--- config.mk ---
export PLATFORM = sky130hd
export DESIGN_NAME = cidr_top
export DESIGN_NICKNAME = d
export VERILOG_FILES = /design/src/verilog/cidr_pkg.sv /design/src/verilog/cidr_init_seq.sv /design/src/verilog/cidr_top.sv
export VERILOG_INCLUDE_DIRS = /design/src /design/src/verilog
export SDC_FILE = /design/constraint.sdc
export NUM_CORES = 1
export LEC_CHECK = 0
export ABC_CLOCK_PERIOD_IN_PS = 4600
export BUFFER_PORTS_ARGS = -buffer_cell sky130_fd_sc_hd__buf_2
export CAP_MARGIN = 20
export CELL_PAD_IN_SITES_DETAIL_PLACEMENT = 0
export CELL_PAD_IN_SITES_GLOBAL_PLACEMENT = 2
export CORE_AREA = 2 2 73 110
export CTS_BUF_LIST = sky130_fd_sc_hd__clkbuf_16
export CTS_CLUSTER_DIAMETER = 60
export DETAILED_ROUTE_END_ITERATION = 8
export DIE_AREA = 0 0 75 112
export PLACE_DENSITY_LB_ADDON = 0.1
export SYNTH_ARGS = -nofsm -noshare
export SYNTH_HDL_FRONTEND = slang
export SYNTH_SLANG_ARGS = --single-unit
--- constraint.sdc ---
create_clock -name I_REF_CLK -period 4.6 [get_ports I_REF_CLK]
set_clock_uncertainty 0.05 [all_clocks]
set_input_delay 0.23 -clock I_REF_CLK [delete_from_list [all_inputs] [get_ports I_REF_CLK]]
set_output_delay 0.23 -clock I_REF_CLK [all_outputs]
set_load 0.01 [all_outputs]
--- src/verilog/cidr_defs.svh ---
/*
  Constants of the chip identification register bank: register indices,
  field positions, default and final values, initialisation timing.
  Assumes a 40 MHz system clock and a 32-bit classic Wishbone bus.
*/
`ifndef CIDR_DEFS_SVH
`define CIDR_DEFS_SVH

// Register word indices; byte address is four times the index
`define CIDR_IDX_PROG          16'hF078
`define CIDR_IDX_MEM           16'hF07A
`define CIDR_IDX_PART          16'hF07C
`define CIDR_IDX_MAKER         16'hF07E
`define CIDR_IDX_CTRL          16'hF076

// Field positions of memory_type_size_id
`define CIDR_MEM_TYPE_MSB      15
`define CIDR_MEM_TYPE_LSB      12
`define CIDR_MEM_SIZE_MSB      11
`define CIDR_MEM_SIZE_LSB      0
`define CIDR_MEM_BUSY_HI       15
`define CIDR_MEM_BUSY_LO       14

// Field positions of programming_voltage_id
`define CIDR_VPP_MSB           15
`define CIDR_VPP_LSB           8
`define CIDR_VDD_MSB           7
`define CIDR_VDD_LSB           0

// Field positions of part_revision_word
`define CIDR_REV_MSB           3
`define CIDR_REV_LSB           0

// Control register bits
`define CIDR_CTRL_RESTART      0
`define CIDR_CTRL_DONE         1
`define CIDR_CTRL_EXT_BOOT     2

// Memory type encodings
`define CIDR_MTYPE_NONE        4'h0
`define CIDR_MTYPE_MROM        4'h1
`define CIDR_MTYPE_STD_FLASH   4'h2
`define CIDR_MTYPE_HP_FLASH    4'h3

// Final field values
`define CIDR_CAPACITY_KB       256
`define CIDR_KB_PER_UNIT       4
`define CIDR_PROG_VDD_5V       8'h40
`define CIDR_PROG_VPP_NONE     8'h00

// Provisional values shown before flash initialisation ends (arbitrary)
`define CIDR_PROV_MAKER        16'h5A01
`define CIDR_PROV_PART         16'h7E20
`define CIDR_PROV_MEM          16'hF040
`define CIDR_PROV_PROG         16'h0040

// Final identity values (arbitrary, not any real part)
`define CIDR_FINAL_MAKER       16'h2A55
`define CIDR_FINAL_PART_HI     12'h7E2

// Flash initialisation time after an external boot
`define CIDR_CLK_MHZ           40
`define CIDR_INIT_TIME_NS      100000
`define CIDR_INIT_CYCLES       ((`CIDR_INIT_TIME_NS * `CIDR_CLK_MHZ) / 1000)
`define CIDR_CNT_W             12

`endif

--- src/verilog/cidr_pkg.sv ---
/*
  Types of the chip identification register bank.
  Assumes cidr_defs.svh for all numeric constants.
*/
package cidr_pkg;
  typedef logic [15:0] cidr_word_t;
  typedef logic [31:0] cidr_bus_t;
  typedef logic [3:0]  cidr_sel_t;
  typedef logic [3:0]  cidr_rev_t;
  typedef enum logic [1:0] {
    CIDR_ST_CAPTURE,
    CIDR_ST_BUSY,
    CIDR_ST_DONE
  } cidr_state_e;
endpackage

--- src/verilog/cidr_init_seq.sv ---
/*
  Flash initialisation sequencer: decides when identification values turn final.
  Assumes the boot-select level is stable around the release of reset.
*/
`timescale 1ns/1ps
`include "cidr_defs.svh"

module cidr_init_seq (
  input  wire logic i_clk,
  input  wire logic i_rstn,
  input  wire logic i_ext_sel,
  input  wire logic i_restart,
  output logic      o_done,
  output logic      o_ext_boot
);
  import cidr_pkg::*;

  localparam logic [`CIDR_CNT_W-1:0] INIT_LAST = `CIDR_CNT_W'(`CIDR_INIT_CYCLES - 1);

  cidr_state_e             state_reg, state_next;
  logic [`CIDR_CNT_W-1:0]  cnt_reg, cnt_next;
  logic                    ext_reg, ext_next;

  always_comb begin
    state_next = state_reg;
    cnt_next   = cnt_reg;
    ext_next   = ext_reg;
    case (state_reg)
      CIDR_ST_CAPTURE: begin
        // Boot select caught on the first edge after reset release
        ext_next = ~i_ext_sel;
        cnt_next = '0;
        if (i_ext_sel) begin
          state_next = CIDR_ST_DONE;
        end else begin
          state_next = CIDR_ST_BUSY;
        end
      end
      CIDR_ST_BUSY: begin
        if (cnt_reg == INIT_LAST) begin
          state_next = CIDR_ST_DONE;
        end else begin
          cnt_next = cnt_reg + 1'b1;
        end
      end
      CIDR_ST_DONE: begin
        if (i_restart) begin
          cnt_next   = '0;
          state_next = CIDR_ST_BUSY;
        end
      end
      default: begin
        state_next = CIDR_ST_CAPTURE;
      end
    endcase
  end

  always_ff @(posedge i_clk or negedge i_rstn) begin
    if (!i_rstn) begin
      state_reg <= CIDR_ST_CAPTURE;
      cnt_reg   <= '0;
      ext_reg   <= 1'b0;
    end else begin
      state_reg <= state_next;
      cnt_reg   <= cnt_next;
      ext_reg   <= ext_next;
    end
  end

  assign o_done     = (state_reg == CIDR_ST_DONE);
  assign o_ext_boot = ext_reg;
endmodule // cidr_init_seq

--- src/verilog/cidr_top.sv ---
/*
  Chip identification register bank behind a classic Wishbone slave.
  Maker, part, memory and programming-voltage words, read-only, with
  provisional values until flash initialisation ends, plus one control word.
  Assumes a 40 MHz clock, asynchronous active-low reset and a master that
  holds each request until it sees ack. The boot-select pin must be steady
  around reset release; software that boots externally polls the busy bits
  before it trusts any identification word.
*/
// Operation
// The capacity field holds the memory size in kilobytes divided by four.
// The memory type field reads 0h none, 1h mask ROM, 2h standard flash, 3h fast flash; 4h to Fh reserved.
// The supply field reads 40h, meaning 20 times the value over 256 volts, five volts.
// The external programming-voltage field always reads 00h.
// Writes to any identification word leave it unchanged.
// Identification words are only guaranteed correct after flash initialisation ends.
// With the external-access select pin high at reset, initialisation is complete at once.
// With that pin low at reset, initialisation is still running when execution begins.
// Bits 15 and 14 of the memory word read low once initialisation ends; software polls them.
// Before initialisation ends each word reads a fixed default, the part word tracking revision.
// Four identification words sit in the extended register space: maker, part, memory, voltage.
// All words switch from default to final values in the same clock cycle.
`timescale 1ns/1ps
`include "cidr_defs.svh"

module cidr_top (
  input  wire logic               I_REF_CLK,
  input  wire logic               I_RSTN,
  // Boot select, high for internal boot
  input  wire logic               I_EXT_ACCESS_SEL,
  // Silicon revision digit
  input  wire cidr_pkg::cidr_rev_t I_SILICON_REV,
  // Wishbone classic slave
  input  wire logic               I_WB_CYC,
  input  wire logic               I_WB_STB,
  input  wire logic               I_WB_WE,
  input  wire cidr_pkg::cidr_bus_t I_WB_ADR,
  input  wire cidr_pkg::cidr_sel_t I_WB_SEL,
  input  wire cidr_pkg::cidr_bus_t I_WB_DAT,
  output cidr_pkg::cidr_bus_t     O_WB_DAT,
  output logic                    O_WB_ACK,
  // Initialisation finished, level
  output logic                    O_INIT_DONE
);
  import cidr_pkg::*;

  // Final field values
  localparam logic [11:0] MEM_SIZE_FINAL =
    12'(`CIDR_CAPACITY_KB / `CIDR_KB_PER_UNIT);
  localparam logic [3:0]  MEM_TYPE_FINAL = `CIDR_MTYPE_HP_FLASH;

  // Request decode
  logic        req;
  logic        word_hit;
  logic [15:0] index;
  logic        hit_maker;
  logic        hit_part;
  logic        hit_mem;
  logic        hit_prog;
  logic        hit_ctrl;

  // Bus answer state
  logic        ack_reg, ack_next;
  cidr_bus_t   dat_reg, dat_next;

  // Control state
  logic        restart_reg, restart_next;

  // Initialisation status
  logic        init_done;
  logic        ext_boot;
  logic        use_final;

  // Named fields of the final words
  logic [3:0]  mem_type_field;
  logic [11:0] internal_capacity_field;
  logic [7:0]  program_supply_level_field;
  logic [7:0]  external_program_voltage_field;
  logic [11:0] part_number_field;
  cidr_rev_t   revision_field;

  // Request phases
  logic        take;
  logic        rd_take;
  logic        wr_take;
  logic        ctrl_wr;
  logic        id_wr;
  logic        hit_any;
  logic [4:0]  hit_vec;

  // Current word values
  cidr_word_t  maker_word;
  cidr_word_t  part_word;
  cidr_word_t  mem_word;
  cidr_word_t  prog_word;
  cidr_word_t  ctrl_word;
  cidr_word_t  read_word;

  cidr_word_t  part_prov;
  cidr_word_t  part_final;
  cidr_word_t  mem_final;
  cidr_word_t  prog_final;
  cidr_word_t  maker_final;
  cidr_word_t  maker_prov;
  cidr_word_t  mem_prov;
  cidr_word_t  prog_prov;

  cidr_init_seq u_init (
    .i_clk      (I_REF_CLK),
    .i_rstn     (I_RSTN),
    .i_ext_sel  (I_EXT_ACCESS_SEL),
    .i_restart  (restart_reg),
    .o_done     (init_done),
    .o_ext_boot (ext_boot)
  );

  // Address decode: word aligned, index in address bits 17:2, bits 31:18 zero
  assign req      = I_WB_CYC & I_WB_STB;
  assign word_hit = (I_WB_ADR[31:18] == 14'h0) & (I_WB_ADR[1:0] == 2'h0);
  assign index    = I_WB_ADR[17:2];

  // Decode into one flag per word; the flags are mutually exclusive
  always_comb begin
    hit_maker = 1'b0;
    hit_part  = 1'b0;
    hit_mem   = 1'b0;
    hit_prog  = 1'b0;
    hit_ctrl  = 1'b0;
    if (word_hit) begin
      case (index)
        `CIDR_IDX_MAKER: begin
          hit_maker = 1'b1;
        end
        `CIDR_IDX_PART: begin
          hit_part = 1'b1;
        end
        `CIDR_IDX_MEM: begin
          hit_mem = 1'b1;
        end
        `CIDR_IDX_PROG: begin
          hit_prog = 1'b1;
        end
        `CIDR_IDX_CTRL: begin
          hit_ctrl = 1'b1;
        end
        default: begin
          hit_ctrl = 1'b0;
        end
      endcase
    end
  end

  assign hit_any = hit_maker | hit_part | hit_mem | hit_prog | hit_ctrl;
  assign hit_vec = {hit_ctrl, hit_prog, hit_mem, hit_part, hit_maker};

  // A request is taken on the edge that sees it with ack still low
  assign take    = req & ~ack_reg;
  assign rd_take = take & ~I_WB_WE;
  assign wr_take = take & I_WB_WE;
  // Only the lowest byte lane carries the restart bit
  assign ctrl_wr = wr_take & hit_ctrl & I_WB_SEL[0];
  assign id_wr   = wr_take & hit_any & ~hit_ctrl;

  // Fields of the final words
  assign mem_type_field                 = MEM_TYPE_FINAL;
  assign internal_capacity_field        = MEM_SIZE_FINAL;
  assign program_supply_level_field     = `CIDR_PROG_VDD_5V;
  assign external_program_voltage_field = `CIDR_PROG_VPP_NONE;
  assign part_number_field              = `CIDR_FINAL_PART_HI;
  // The revision digit is live in both the default and the final part word
  assign revision_field                 = I_SILICON_REV;

  // Final words
  assign maker_final = `CIDR_FINAL_MAKER;
  assign part_final  = {part_number_field, revision_field};

  // Busy bits 15:14 overlap the type field, so only types up to 3h read them
  // low once initialisation ends
  always_comb begin
    mem_final = '0;
    mem_final[`CIDR_MEM_TYPE_MSB:`CIDR_MEM_TYPE_LSB] = mem_type_field;
    mem_final[`CIDR_MEM_SIZE_MSB:`CIDR_MEM_SIZE_LSB] = internal_capacity_field;
  end

  always_comb begin
    prog_final = '0;
    prog_final[`CIDR_VPP_MSB:`CIDR_VPP_LSB] = external_program_voltage_field;
    prog_final[`CIDR_VDD_MSB:`CIDR_VDD_LSB] = program_supply_level_field;
  end

  // Default words
  assign maker_prov = `CIDR_PROV_MAKER;
  assign mem_prov   = `CIDR_PROV_MEM;
  assign prog_prov  = `CIDR_PROV_PROG;

  // Provisional part word keeps the live revision digit
  always_comb begin
    part_prov = `CIDR_PROV_PART;
    part_prov[`CIDR_REV_MSB:`CIDR_REV_LSB] = revision_field;
  end

  // One select for every word, so no read can see a mix of old and new
  assign use_final = init_done;

  always_comb begin
    if (use_final) begin
      maker_word = maker_final;
      part_word  = part_final;
      mem_word   = mem_final;
      prog_word  = prog_final;
    end else begin
      maker_word = maker_prov;
      part_word  = part_prov;
      mem_word   = mem_prov;
      prog_word  = prog_prov;
    end
  end

  always_comb begin
    ctrl_word = '0;
    ctrl_word[`CIDR_CTRL_RESTART]  = restart_reg;
    ctrl_word[`CIDR_CTRL_DONE]     = init_done;
    ctrl_word[`CIDR_CTRL_EXT_BOOT] = ext_boot;
  end

  // Read multiplexer; unmapped or misaligned addresses read zero
  always_comb begin
    read_word = '0;
    if (hit_any) begin
      case (hit_vec)
        5'h01: begin
          read_word = maker_word;
        end
        5'h02: begin
          read_word = part_word;
        end
        5'h04: begin
          read_word = mem_word;
        end
        5'h08: begin
          read_word = prog_word;
        end
        5'h10: begin
          read_word = ctrl_word;
        end
        default: begin
          read_word = '0;
        end
      endcase
    end
  end

  // Bus answer: one wait state, ack for exactly one cycle per request.
  // Read data is captured when the request is taken and held until the
  // next answer, so the master still finds it at its ack edge.
  always_comb begin
    ack_next = 1'b0;
    dat_next = dat_reg;
    if (take) begin
      ack_next = 1'b1;
    end
    if (rd_take) begin
      dat_next = {16'h0000, read_word};
    end
    if (wr_take) begin
      // Write answers carry no data
      dat_next = '0;
    end
  end

  always_ff @(posedge I_REF_CLK or negedge I_RSTN) begin
    if (!I_RSTN) begin
      ack_reg <= 1'b0;
      dat_reg <= '0;
    end else begin
      ack_reg <= ack_next;
      dat_reg <= dat_next;
    end
  end

  // Control writes: only the restart bit is writable. Identification
  // words have no storage, so a write to them is acked and dropped.
  always_comb begin
    restart_next = 1'b0;
    if (ctrl_wr) begin
      // Restart is only honoured once the current pass has ended
      restart_next = I_WB_DAT[`CIDR_CTRL_RESTART] & init_done;
    end
    if (id_wr) begin
      restart_next = 1'b0;
    end
  end

  always_ff @(posedge I_REF_CLK or negedge I_RSTN) begin
    if (!I_RSTN) begin
      restart_reg <= 1'b0;
    end else begin
      restart_reg <= restart_next;
    end
  end

  assign O_WB_ACK    = ack_reg;
  assign O_WB_DAT    = dat_reg;
  assign O_INIT_DONE = init_done;
endmodule // cidr_top
==> flow_summary.toml <==
[setup_path]
rr_worst_depth = 4
critPathLaunchType = "flip-flop"
cp.required_ns = 4.71
crit_start = "O_WB_ACK"
cp-endpoint = "O_WB_DAT[2]"
endpoint_kind = "flip-flop"
timing_worst_setup_path_type = "reg -> reg"
cp_max_fo = 14
r2r_slack_ns = 2.34
r2r_start = "O_WB_ACK"
critPathArrivalTime_ns = 2.36
worstReg2RegEnd = "O_WB_DAT[2]"

[synthesis]
synth_compound_area_frac = 0.172
synth.cell_area_mm2 = 0.00176
yosys-top-cells-count = "dfrtp_1 (29), buf_4 (20), nand2_1 (19)"
synth_top_area_share = 0.412
yosys-top-cells-area = "dfrtp_1 (41%), buf_4 (8.5%), nand2_1 (4.1%)"
synth_fa_ha_area_frac = 0.00711
synth_top_family_by_area = "simple AND/OR/NAND/NOR gates"
synth_top_area_cell = "dfrtp_1"
synth_cell_types = 43
synth_simple_gate_area_frac = 0.247
syn_area_per_cell_um2 = 9.22
yosys_most_used_dff = "dfrtp_1"
synth-async-reset-ratio = 1.00
yosysMostFrequentCell = "dfrtp_1"
synth-edff-count = 0
synthCells = 191
muxShareOfSynthArea = 0.00640
ys_warn_count = 0
synth_xor_area_frac = 0.0249
ys_ff_latch = 29
seq_area_frac_synth = 0.412

[global_route]
grt_max_degree = 30
grt_pass1_vias = 1617
met2_usage = 0.241
grt_pass1_wl_mm = 7.99
grt.busiest_layer = "met2"
grt_overflow = 0
grtUsageTotal = 0.127
globalRouteMet3Util = 0.0253
grt_antenna_before_repair = 0
grtUsageMet1 = 0.128

[drt]
vias = 1529
drt_drc_violations_left = 0
via_per_inst = 4.37
drtIter0Drc = 62
wl_per_cell_um = 14.9
first_pass_iters = 4
finalWirelength_mm = 5.23
ant_nets = 0

[worst_hold_path]
min_path_type = "in -> reg"
hold_depth = 2

[placed_design]
port_buffers = 59
place.gp.congestion = 0.681
hpwl_mm = 3.99

[floorplanning]
die_area_mm2 = 0.00840
row_count = 39
initial_utilization = 0.236
die_w_um = 75
die_y_um = 112
io_pins = 112
coreArea_mm2 = 0.00747

[finish]
fillers = 834
regArea_um2 = 726
nets = 327
final_util = 0.296
area_delta_synth_final_pct = 25.5
n_antenna_cell = 0
multi_input_area_um2 = 873
drive_gt1_frac = 0.294

[clock_tree]
htree_num_levels = 2
clkTransAtPathRegs_ns = 0.05
clock_path_buffers = 2
worst_skew_pair.late_latency_ns = 0.27
cts_resized = 0
root_buffer = "clkbuf_16"
cts.sinks = 29
cts_tree = "built"
postCtsSetupBuffers = 0
cts_buffers = 5

[pwr]
comb_power_share = 0.217
cellInternalPower_mw = 0.538
switching_share = 0.321
seqPwrFrac = 0.402
vdd_drop_max_uv = 148
power_switching_mw = 0.254
leakagePower_nw = 1.02
power_density_mw_per_mm2 = 359
p_clk_frac = 0.381

[timing]
rsz0062_at_grt = "false"
setup_viol = 0
fin_tns_setup_ns = 0
drv_slew = 0
fmax_mhz = 443
hold_viol = 0
tightest_slew_ns = 0.730
maxSlewHeadroom = 0.513
fin_crit_sh = 0.490
period_needed_ns = 2.26

[flow_run]
cap_violations = 0

[run_status]
outcome = "finished clean"
[worst max-delay path: stages (launching register included)]
cell and delay (ns):
dfrtp_1 0.36, nand3b_1 0.53, nor3_2 0.34, nand4_2 0.38, o41ai_1 0.48
[layout by cell type, fill, tap and decap left out, types with 2 or more instances in the layout]
cell / n
a211o_1: 2
a21oi_1: 6
a31oi_1: 4
and4_1: 3
buf_2: 59
clkbuf_16: 5
conb_1: 18
dfrtp_1: 29
inv_1: 11
nand2_1: 19
nand2b_1: 6
nand3_1: 4
nand3b_1: 4
nand4_1: 5
nand4b_1: 4
nor2_1: 9
nor2b_1: 3
nor3_1: 3
nor4_1: 5
o21ai_0: 11
o31ai_1: 2
o41ai_1: 3
o41ai_2: 3
or3_1: 3
or4_1: 3
xnor2_1: 5
[power by group through the flow]
| stage | clock, mW | combinational (mW) | sequential (mW) |
|---|---|---|---|
| finish | 0.302 | 0.172 | 0.319 |
| CTS | 0.315 | 0.176 | 0.319 |
| global placement | 0 | 0.170 | 0.324 |
| global route | 0.324 | 0.192 | 0.323 |
| detailed placement | 0 | 0.175 | 0.323 |
| floorplan | 0 | 0.137 | 0.296 |
[how the worst min path moves through the flow]
| stage | to | slack (ns) | startpoint |
|---|---|---|---|
| final | u_init.o_ext_boot | 0.09 | I_EXT_ACCESS_SEL |
| after detailed placement | O_WB_DAT[2] | 0.29 | I_RSTN |
| after global routing | u_init.o_ext_boot | 0.12 | I_EXT_ACCESS_SEL |
| after CTS | u_init.o_ext_boot | 0.09 | I_EXT_ACCESS_SEL |
| after floorplan | O_WB_ACK | -0.12 | I_RSTN |
| after global placement | O_WB_DAT[2] | 0.30 | I_RSTN |
[routing by layer]
| layer | vias to the layer above | routed length [um] |
|---|---|---|
| met5 | - | 0 |
| met4 | 0 | 76 |
| met3 | 5 | 246 |
| met2 | 37 | 2900 |
| met1 | 718 | 2000 |
| li1 | 769 | - |
[final cells by class]
type,count,area share
clock inverters,2,0.00340
repair buffers,61,0.142
well taps,102,0.0578
inverters,10,0.0170
flip-flops and latches,29,0.328
multi-input cells,141,0.395
clock buffers,5,0.0566
[stage by stage]
step | cell area, um2 | worst slack [ns] | cells | hold WS (ns) | power (mW)
after floorplan | 1820 | 2.91 | 208 | -0.116 | 0.432
after global placement | 2060 | 2.27 | 341 | 0.298 | 0.494
after detailed placement | 2070 | 2.26 | 342 | 0.288 | 0.498
after CTS | 2210 | 2.27 | 350 | 0.0918 | 0.810
after global routing | 2210 | 2.08 | 350 | 0.117 | 0.840
final | 2210 | 2.34 | 350 | 0.0908 | 0.792
[logic make-up after synthesis]
family,Yosys count
fa+ha+maj,1
simple gates,75
buf+inv,38
other cells,1
xor+xnor,5
mux,1
flops,29
compound gates,41
[timing repair]
item,in CTS,in global routing
hold endpoints to repair,15,0
hold buffers,1,0
endpoints found under the setup margin,0,0
No activity file was read; power rests on OpenSTA's default activity.
